===== src/hot_swap_cfg.svh =====
`ifndef HOT_SWAP_CFG_SVH
`define HOT_SWAP_CFG_SVH

// ---------------------------------------------------------------
// Clock and timing
// ---------------------------------------------------------------
`define CLK_PERIOD_NS   10
`define NS_PER_MS       1000000
`define CC_MAX_MS       150
`define CC_CODE_MAX     255
`define VF_UNIT_MS      1
`define VF_LEN_0        5'h00
`define VF_LEN_1        5'h01
`define VF_LEN_2        5'h04
`define VF_LEN_3        5'h10

// ---------------------------------------------------------------
// Memory sizes and serial framing
// ---------------------------------------------------------------
`define NUM_CH          4
`define USER_BITS       64
`define TRIM_BITS       17
`define ADDR_W          7
`define ADDR_LAST       7'h50
`define TRIM_BASE       7'h40
`define HDR_BITS        4'h8

// ---------------------------------------------------------------
// Field positions inside the user memory
// ---------------------------------------------------------------
`define UVR_LSB         0
`define UVT_LSB         8
`define ILR_LSB         24
`define ILT_LSB         32
`define CCT_LSB         48
`define ORD_LSB         56
`define RSP_LATCH       59
`define RSP_RAMPDN      60
`define RSP_VF_LSB      61
`define LOCK_BIT        63

`endif


===== src/hot_swap_pkg.sv =====
package hot_swap_pkg;

	// Analog settings handed to comparators and current amplifiers
	typedef struct packed {
		logic [7:0]  undervoltage_coarse_range;
		logic [15:0] uv_trim;
		logic [7:0]  ilim_range;
		logic [15:0] ilim_trim;
	} cfg_out_t;

	// Per-channel results from the analog front end
	typedef struct packed {
		logic [3:0] uv_ok;
		logic [3:0] in_cc;
		logic [3:0] oc_trip;
	} ana_in_t;

	// Decoded levels of the single-pin serial link
	typedef struct packed {
		logic frame;
		logic clk;
		logic data;
	} link_in_t;

	typedef enum logic [5:0] {
		ST_SLEEP = 6'b000001,
		ST_LOAD  = 6'b000010,
		ST_UP    = 6'b000100,
		ST_ON    = 6'b001000,
		ST_DOWN  = 6'b010000,
		ST_FAULT = 6'b100000
	} seq_state_t;

endpackage


===== src/hot_swap_sequencer_config.sv =====
`include "hot_swap_cfg.svh"

module hot_swap_sequencer_config
	import hot_swap_pkg::*;
#(
	parameter int                      CC_TICK_CYC =
		`CC_MAX_MS * `NS_PER_MS / `CC_CODE_MAX / `CLK_PERIOD_NS,
	parameter int                      VF_TICK_CYC = `VF_UNIT_MS * `NS_PER_MS / `CLK_PERIOD_NS,
	parameter logic [`USER_BITS-1:0]   NV_INIT     = 64'h0000_0000_0000_0000,
	parameter logic [`TRIM_BITS-1:0]   TRIM_INIT   = 17'h0_5A3C
)(
	// Clock and reset
	input  wire logic                  clk_sys,
	input  wire logic                  srst,
	// Board select and its serial link
	input  wire logic                  board_power_enable_n,
	input  wire link_in_t              link_in,
	output logic                       link_dout_o,
	output logic                       link_dout_oe,
	// Analog front end
	input  wire ana_in_t               ana_in,
	output cfg_out_t                   cfg_out,
	output logic [`NUM_CH-1:0]         ch_enable,
	output logic [`NUM_CH-1:0]         ch_latched_off,
	// Status
	output logic                       power_good_n_o,
	output logic                       power_good_n_oe,
	output logic                       sleep_mode,
	output logic                       link_locked
);

	// ---------------------------------------------------------------
	// Elaboration checks
	// ---------------------------------------------------------------
	if (CC_TICK_CYC < 1 || VF_TICK_CYC < 1) begin : g_bad_tick
		$error("tick counts must be at least one cycle");
	end

	// ---------------------------------------------------------------
	// Helper functions
	// ---------------------------------------------------------------
	// Channel ramped at step idx for an order code
	function automatic logic [1:0] order_ch(input logic [2:0] code, input logic [1:0] idx);
		logic [7:0] perm;
		perm = 8'hE4;
		case (code)
			3'h0: perm = 8'hE4;
			3'h1: perm = 8'h1B;
			3'h2: perm = 8'hD8;
			3'h3: perm = 8'h72;
			3'h4: perm = 8'hB4;
			3'h5: perm = 8'h4E;
			3'h6: perm = 8'hC6;
			3'h7: perm = 8'h39;
			default: perm = 8'hE4;
		endcase
		return perm[{idx, 1'b0} +: 2];
	endfunction

	// Filter length in ms units from its two-bit code
	function automatic logic [4:0] vf_len(input logic [1:0] code);
		case (code)
			2'h0: return `VF_LEN_0;
			2'h1: return `VF_LEN_1;
			2'h2: return `VF_LEN_2;
			2'h3: return `VF_LEN_3;
			default: return `VF_LEN_0;
		endcase
	endfunction

	// ---------------------------------------------------------------
	// Non-volatile store and link decode
	// ---------------------------------------------------------------
	// Store keeps its contents through srst, like the real cells
	logic [`USER_BITS-1:0] nv_r = NV_INIT;
	logic                  lk_clk_q_r;
	logic [3:0]            bit_cnt_r;
	logic [`ADDR_W:0]      hdr_r;
	logic                  link_act;
	logic                  link_rise;
	logic                  wr_pulse;
	logic [`ADDR_W-1:0]    addr;
	logic                  rd_bit;

	assign link_act  = link_in.frame & ~nv_r[`LOCK_BIT];
	assign link_rise = link_in.clk & ~lk_clk_q_r;
	assign addr      = hdr_r[`ADDR_W-1:0];
	assign wr_pulse  = link_act & link_rise & (bit_cnt_r == `HDR_BITS) & hdr_r[`ADDR_W];

	// Read mux over user store, factory trim, then zeros
	always_comb begin
		rd_bit = 1'b0;
		if (addr < `TRIM_BASE) begin
			rd_bit = nv_r[addr[5:0]];
		end else if (addr <= `ADDR_LAST) begin
			rd_bit = TRIM_INIT[5'(addr - `TRIM_BASE)];
		end
	end

	// Link clock edge detect
	always_ff @(posedge clk_sys) begin
		if (srst) begin
			lk_clk_q_r <= 1'b0;
		end else begin
			lk_clk_q_r <= link_in.clk;
		end
	end

	// Header shift: write flag then seven address bits, MSB first
	always_ff @(posedge clk_sys) begin
		if (srst || !link_act) begin
			bit_cnt_r <= 4'h0;
			hdr_r     <= '0;
		end else if (link_rise) begin
			if (bit_cnt_r < `HDR_BITS) begin
				hdr_r     <= {hdr_r[`ADDR_W-1:0], link_in.data};
				bit_cnt_r <= bit_cnt_r + 4'h1;
			end else if (bit_cnt_r == `HDR_BITS) begin
				bit_cnt_r <= bit_cnt_r + 4'h1;
			end
		end
	end

	// Store write; factory area and out-of-range addresses are dropped
	always_ff @(posedge clk_sys) begin
		if (wr_pulse && addr < `TRIM_BASE) begin
			nv_r[addr[5:0]] <= link_in.data;
		end
	end

	// Read data drive, only during the data phase of a read frame
	always_ff @(posedge clk_sys) begin
		if (srst) begin
			link_dout_o  <= 1'b0;
			link_dout_oe <= 1'b0;
		end else if (link_act && bit_cnt_r >= `HDR_BITS && !hdr_r[`ADDR_W]) begin
			link_dout_o  <= rd_bit;
			link_dout_oe <= 1'b1;
		end else begin
			link_dout_o  <= 1'b0;
			link_dout_oe <= 1'b0;
		end
	end

	// Lock status for software-free observation
	always_ff @(posedge clk_sys) begin
		if (srst) begin
			link_locked <= 1'b0;
		end else begin
			link_locked <= nv_r[`LOCK_BIT];
		end
	end

	// ---------------------------------------------------------------
	// Shadow of the sequencing fields
	// ---------------------------------------------------------------
	seq_state_t state_r;
	logic [7:0] cct_r;
	logic [2:0] ord_r;
	logic       rsp_latch_r;
	logic       rsp_rampdn_r;
	logic [1:0] rsp_vf_r;

	// Copy only in LOAD, so a write mid-sequence cannot disturb a ramp
	always_ff @(posedge clk_sys) begin
		if (srst) begin
			cfg_out      <= '0;
			cct_r        <= 8'h00;
			ord_r        <= 3'h0;
			rsp_latch_r  <= 1'b0;
			rsp_rampdn_r <= 1'b0;
			rsp_vf_r     <= 2'h0;
		end else if (state_r == ST_LOAD) begin
			cfg_out.undervoltage_coarse_range   <= nv_r[`UVR_LSB +: 8];
			cfg_out.uv_trim    <= nv_r[`UVT_LSB +: 16];
			cfg_out.ilim_range <= nv_r[`ILR_LSB +: 8];
			cfg_out.ilim_trim  <= nv_r[`ILT_LSB +: 16];
			cct_r              <= nv_r[`CCT_LSB +: 8];
			ord_r              <= nv_r[`ORD_LSB +: 3];
			rsp_latch_r        <= nv_r[`RSP_LATCH];
			rsp_rampdn_r       <= nv_r[`RSP_RAMPDN];
			rsp_vf_r           <= nv_r[`RSP_VF_LSB +: 2];
		end
	end

	// ---------------------------------------------------------------
	// Tick dividers
	// ---------------------------------------------------------------
	logic [31:0] cc_div_r;
	logic [31:0] vf_div_r;
	logic        cc_tick;
	logic        vf_tick;

	assign cc_tick = (cc_div_r == 32'(CC_TICK_CYC - 1));
	assign vf_tick = (vf_div_r == 32'(VF_TICK_CYC - 1));

	// Free-running enables; the first tick may come early by one unit
	always_ff @(posedge clk_sys) begin
		if (srst || cc_tick) begin
			cc_div_r <= 32'h0;
		end else begin
			cc_div_r <= cc_div_r + 32'h1;
		end
	end

	always_ff @(posedge clk_sys) begin
		if (srst || vf_tick) begin
			vf_div_r <= 32'h0;
		end else begin
			vf_div_r <= vf_div_r + 32'h1;
		end
	end

	// ---------------------------------------------------------------
	// Sequencer
	// ---------------------------------------------------------------
	logic [1:0] step_r;
	logic [8:0] cc_cnt_r;
	logic [5:0] vf_cnt_r;
	logic [1:0] cur_ch;
	logic       cc_fault;
	logic       vf_fault;
	logic       oc_any;
	logic       uv_bad;

	assign cur_ch   = order_ch(ord_r, step_r);
	assign oc_any   = |(ana_in.oc_trip & ch_enable);
	assign cc_fault = (state_r == ST_UP) && ana_in.in_cc[cur_ch]
		&& cc_tick && (cc_cnt_r >= {1'b0, cct_r});
	assign uv_bad   = |(~ana_in.uv_ok & ch_enable);
	assign vf_fault = (state_r == ST_ON) && uv_bad
		&& (vf_cnt_r >= {1'b0, vf_len(rsp_vf_r)});

	// Constant-current time spent on the channel now ramping
	always_ff @(posedge clk_sys) begin
		if (srst || state_r != ST_UP || ana_in.uv_ok[cur_ch]) begin
			cc_cnt_r <= 9'h000;
		end else if (cc_tick && ana_in.in_cc[cur_ch] && !cc_cnt_r[8]) begin
			cc_cnt_r <= cc_cnt_r + 9'h001;
		end
	end

	// Voltage fault filter: restarts whenever all rails recover
	always_ff @(posedge clk_sys) begin
		if (srst || state_r != ST_ON || !uv_bad) begin
			vf_cnt_r <= 6'h00;
		end else if (vf_tick && !vf_cnt_r[5]) begin
			vf_cnt_r <= vf_cnt_r + 6'h01;
		end
	end

	// State, step index and channel switches
	always_ff @(posedge clk_sys) begin
		if (srst) begin
			state_r        <= ST_SLEEP;
			step_r         <= 2'h0;
			ch_enable      <= '0;
			ch_latched_off <= '0;
		end else begin
			case (state_r)
				ST_SLEEP: begin
					ch_latched_off <= '0;
					if (!board_power_enable_n) begin
						state_r <= ST_LOAD;
					end
				end
				ST_LOAD: begin
					step_r  <= 2'h0;
					state_r <= board_power_enable_n ? ST_SLEEP : ST_UP;
				end
				ST_UP: begin
					ch_enable[cur_ch] <= 1'b1;
					if (oc_any || cc_fault) begin
						state_r <= ST_FAULT;
						if (rsp_latch_r && oc_any) begin
							ch_enable      <= ch_enable & ~ana_in.oc_trip;
							ch_latched_off <= ana_in.oc_trip & ch_enable;
						end
						if (!rsp_rampdn_r) begin
							ch_enable <= '0;
						end
					end else if (board_power_enable_n) begin
						state_r <= ST_DOWN;
					end else if (ana_in.uv_ok[cur_ch]) begin
						if (step_r == 2'h3) begin
							state_r <= ST_ON;
						end else begin
							step_r <= step_r + 2'h1;
						end
					end
				end
				ST_ON: begin
					if (oc_any || vf_fault) begin
						state_r <= ST_FAULT;
						if (rsp_latch_r && oc_any) begin
							ch_enable      <= ch_enable & ~ana_in.oc_trip;
							ch_latched_off <= ana_in.oc_trip & ch_enable;
						end
						if (!rsp_rampdn_r) begin
							ch_enable <= '0;
						end
					end else if (board_power_enable_n) begin
						state_r <= ST_DOWN;
					end
				end
				ST_DOWN, ST_FAULT: begin
					// Ramp down in reverse order, skipping channels already off
					if (!ch_enable[cur_ch] || !ana_in.uv_ok[cur_ch]) begin
						ch_enable[cur_ch] <= 1'b0;
						if (step_r != 2'h0) begin
							step_r <= step_r - 2'h1;
						end else if (ch_enable == '0 || state_r == ST_DOWN) begin
							if (board_power_enable_n) begin
								state_r <= ST_SLEEP;
							end
						end
					end else begin
						ch_enable[cur_ch] <= 1'b0;
					end
				end
				default: begin
					state_r   <= ST_SLEEP;
					ch_enable <= '0;
				end
			endcase
		end
	end

	// ---------------------------------------------------------------
	// Status outputs
	// ---------------------------------------------------------------
	// Open drain: pull low only while on, with no trip and no expired voltage filter
	always_ff @(posedge clk_sys) begin
		if (srst) begin
			power_good_n_o  <= 1'b0;
			power_good_n_oe <= 1'b0;
			sleep_mode      <= 1'b1;
		end else begin
			power_good_n_o  <= 1'b0;
			power_good_n_oe <= (state_r == ST_ON) && !oc_any && !vf_fault;
			sleep_mode      <= (state_r == ST_SLEEP);
		end
	end

endmodule


===== config.mk =====
export PLATFORM = sky130hd
export DESIGN_NAME = hot_swap_sequencer_config
export DESIGN_NICKNAME = d
export VERILOG_FILES = /design/src/hot_swap_pkg.sv /design/src/hot_swap_sequencer_config.sv
export VERILOG_INCLUDE_DIRS = /design/src /design/src/src
export SDC_FILE = /design/constraint.sdc
export NUM_CORES = 1
export LEC_CHECK = 0
export ABC_CLOCK_PERIOD_IN_PS = 4200
export BUFFER_PORTS_ARGS = -buffer_cell sky130_fd_sc_hd__buf_2
export CORE_ASPECT_RATIO = 0.8
export CORE_MARGIN = 5
export CORE_UTILIZATION = 65
export CTS_CLUSTER_DIAMETER = 100
export DETAILED_ROUTE_END_ITERATION = 6
export GPL_ROUTABILITY_DRIVEN = 0
export PLACE_DENSITY = 0.86
export RECOVER_POWER = 100
export SLEW_MARGIN = 40
export SYNTH_ARGS = -nofsm -noshare
export SYNTH_HDL_FRONTEND = slang
export SYNTH_SLANG_ARGS = --single-unit

===== constraint.sdc =====
create_clock -name clk_sys -period 4.2 [get_ports clk_sys]
set_clock_uncertainty 0.05 [all_clocks]
set_input_delay 0.84 -clock clk_sys [delete_from_list [all_inputs] [get_ports clk_sys]]
set_output_delay 0.84 -clock clk_sys [all_outputs]
set_load 0.02 [all_outputs]

==> impl_metrics.yaml <==
synth:
  synthFlopType: "dfxtp_1"
  yosys_warnings: 0
  async_flop_share_pct: 0
  avgSynthCellArea_um2: 9.16
  synth-edff-count: 64
  synth_area_mm2: 0.0112
  ys_types: 72
  ys_seq_area_share_pct: 50.1
  ys_ff_latch: 249
  syn-num-nets: 1268
  syn_inst: 1226
detailed_routing:
  drt_iter0_markers: 1068
  drtPass1Iterations: 6
  totalWireLength_um: 26900
  avgRoutedWirePerCell_um: 17.7
  vias_per_cell: 6.15
  drc: 0
  drtAntennaViolNets: 0
  via_count: 9376
floorplan:
  initial_core_util_pct: 65.4
  row_count: 43
  coreArea_mm2: 0.0172
  io_pins: 80
  die_area_mm2: 0.0200
  die_x_um: 157
  die_h_um: 128
run:
  drv_cap: 3
critical_path:
  required_ps: 4520
  crit_start: "cc_div_r[1]"
  timing.rr.start: "cc_div_r[1]"
  crit_path_end: "cc_div_r[21]"
  rrSetupSlack_ps: 930
  crit_path_max_fanout: 20
  worst_setup_path_end_kind: "flop"
  r2r-end: "cc_div_r[21]"
  crit_type: "reg -> reg"
  critPathArrivalTime_ps: 3590
  startpoint_type: "flop"
  ff2ff_path_depth: 6
pwr:
  cellLeakagePower_nw: 4.17
  p_per_area_mw_per_mm2: 407
  ir_drop_mv: 0.313
timing:
  final_hold_viol_count: 0
  tightest_slew_ps: 2480
  period_share_pct: 77.9
  fin_crit_ps: 3270
  fmax_mhz: 306
  rsz0062_at_grt: "no"
  slew_headroom_pct: -65.0
  setup_viol: 0
  setup_slack_ps: 928
  tns_ps: 0
  slew_viol_final: 153
global_route:
  grt_pass1_wl_um: 43400
  grt-ovfl-total: 0
  grt_pass1_vias: 8805
  antenna_found_initial: 0
  grt_use_total_pct: 26.3
  grt_max_degree: 66
placed_design:
  dpl.hpwl_um: 18000
  io_buffers: 78
  pre_cts_slack_ps: 1120
final_layout:
  final_nets: 1324
  n_antenna_cell: 0
  drive_gt1_share_pct: 7.38
  area_delta_synth_final_pct: 10.5
clock_tree:
  post_cts_buffers: 0
  cts_sinks: 249
  numCtsBuffers: 24
  htree_num_levels: 1
  ctsResizeCount: 0
  cts_root_buffer: "clkbuf_16"
  clock_path_buffers: 3
  clk_latency_ps: 530
  cts_hold_buf: 0
  clk_pin_slew_ps: 60
  cts_tree: "built"
hold_path:
  hold_class: "reg -> reg"
  hold_depth: 1
outcome:
  violations: "max-capacitance violations, max-slew violations"
  status: "finished, violations left"
-- sequential cells by signal, summed over array words and instances (netlist names), 8 cells and up, named ones only --
| register | count |
|---|---|
| vf_div_r | 32 |
| cc_div_r | 32 |
| hdr_r | 8 |
| cfg_out | 48 |
| cc_cnt_r | 9 |
| cct_r | 8 |
| nv_r | 64 |
-- final cells by class --
cell class / count / area [µm²]
Sequential cell: 249 / 5630
Multi-Input combinational cell: 881 / 5190
Fill cell: 1261 / 4750
Clock buffer: 30 / 664
Timing Repair Buffer: 88 / 374
Tap cell: 225 / 282
Inverter: 38 / 143
Clock inverter: 14 / 129
-- through the flow --
stage	instances	instance area [µm²]	hold WS, ps	power [W]	utilization (%)
global placement	1481	11700	376	0.00293	68.4
CTS	1525	12500	400	0.00507	73.0
global route	1525	12400	414	0.00520	72.3
finish	1525	12400	397	0.00505	72.3
detailed placement	1481	11700	386	0.00295	68.4
floorplan	1226	11200	363	0.00284	-
-- how the worst min path moves through the flow --
stage                 from           to  slack [ps]
6_report       vf_div_r[0]  vf_div_r[0]         400
5_1_grt        vf_div_r[0]  vf_div_r[0]         410
4_1_cts        vf_div_r[0]  vf_div_r[0]         400
3_5_place_dp   vf_div_r[0]  vf_div_r[0]         390
3_3_place_gp   vf_div_r[0]  vf_div_r[0]         380
2_1_floorplan  vf_div_r[0]  vf_div_r[0]         360
-- power by group --
part	switching [W]	internal [W]
registers	0.0000388	0.00251
logic	0.000231	0.000116
clock network	0.000958	0.00120
-- kinds of logic (layout without fill, tap and decap cells) --
| kind of cell | Yosys count | in the layout | synth area share, % |
|---|---|---|---|
| AO/OA/AOI/OAI | 181 | 181 | 10.1 |
| XOR/XNOR | 65 | 65 | 5.07 |
| adder cells (fa/ha/maj) | 24 | 24 | 2.67 |
| buffers and inverters | 96 | 170 | 3.44 |
| flip-flops | 249 | 249 | 50.1 |
| multiplexers | 39 | 39 | 4.94 |
| other | 1 | 1 | 0.0334 |
| AND/OR/NAND/NOR | 571 | 571 | 23.6 |
-- metal layers --
layer	track usage (%)	part of all wire [%]	vias to the layer above
met5	0	0	-
met4	8.16	3.0	0
met3	4.13	9.2	81
met2	42.3	46	485
met1	37.1	42	4433
li1	-	-	4377
-- critical path, stage by stage, from the launching register on --
cell and delay, ps:
dfxtp_1 400, ha_1 170, nor4b_1 300, nand4_1 240
o21ai_0 1110, clkbuf_1 710, nor2_1 130
-- cell usage in the layout (no fill, tap or decap), types with 10 or more instances in the layout --
cell type,Yosys,layout
o21ai_0,22,23
buf_2,0,16
nand2_1,188,188
nand4_1,18,18
nor3_1,14,14
xor2_1,41,41
nand2b_1,10,10
nor4_1,14,14
and2_1,12,10
clkbuf_16,0,25
inv_1,37,37
dfxtp_1,185,184
clkbuf_1,48,68
mux2i_1,22,22
xnor2_1,24,24
nor2b_1,14,14
nor2_1,187,187
and3_1,17,17
a21oi_1,95,95
mux4_2,11,11
ha_1,24,24
nand3_1,45,45
edfxtp_1,64,64
-- cell usage after synthesis, drive strengths merged (3+ instances only) --
cell    instances  share of area, %
o32ai           4              0.31
or2             6              0.33
and2           12              0.67
nor2b          14              0.78
mux2            5              0.53
a21oi          95               4.2
and3           17              0.95
nor2          187               6.3
edfxtp         64                17
nand4          18               1.0
a41oi           3              0.23
o21ai          23               1.0
o221ai          5              0.39
nor4b           4              0.37
o221a           5              0.50
inv            38               1.3
buf            10              0.57
a211oi          4              0.27
mux2i          22               2.0
o21a            7              0.47
mux4           12               2.4
xnor2          24               1.9
nor3           14              0.62
nand3          45               2.0
a22o            3              0.23
nand3b          5              0.33
ha             24               2.7
xor2           41               3.2
a22oi           3              0.20
and4            5              0.39
nor3b           5              0.33
a221oi          5              0.39
nand4b          4              0.31
a31oi           5              0.28
nor4           14              0.78
nand2         188               6.3
or3            10              0.59
or4             3              0.20
nand2b         10              0.56
a311oi          3              0.23
nor4bb          3              0.27
clkbuf         48               1.6
dfxtp         185                33
Note: power is estimated with default switching activity, not from simulation.
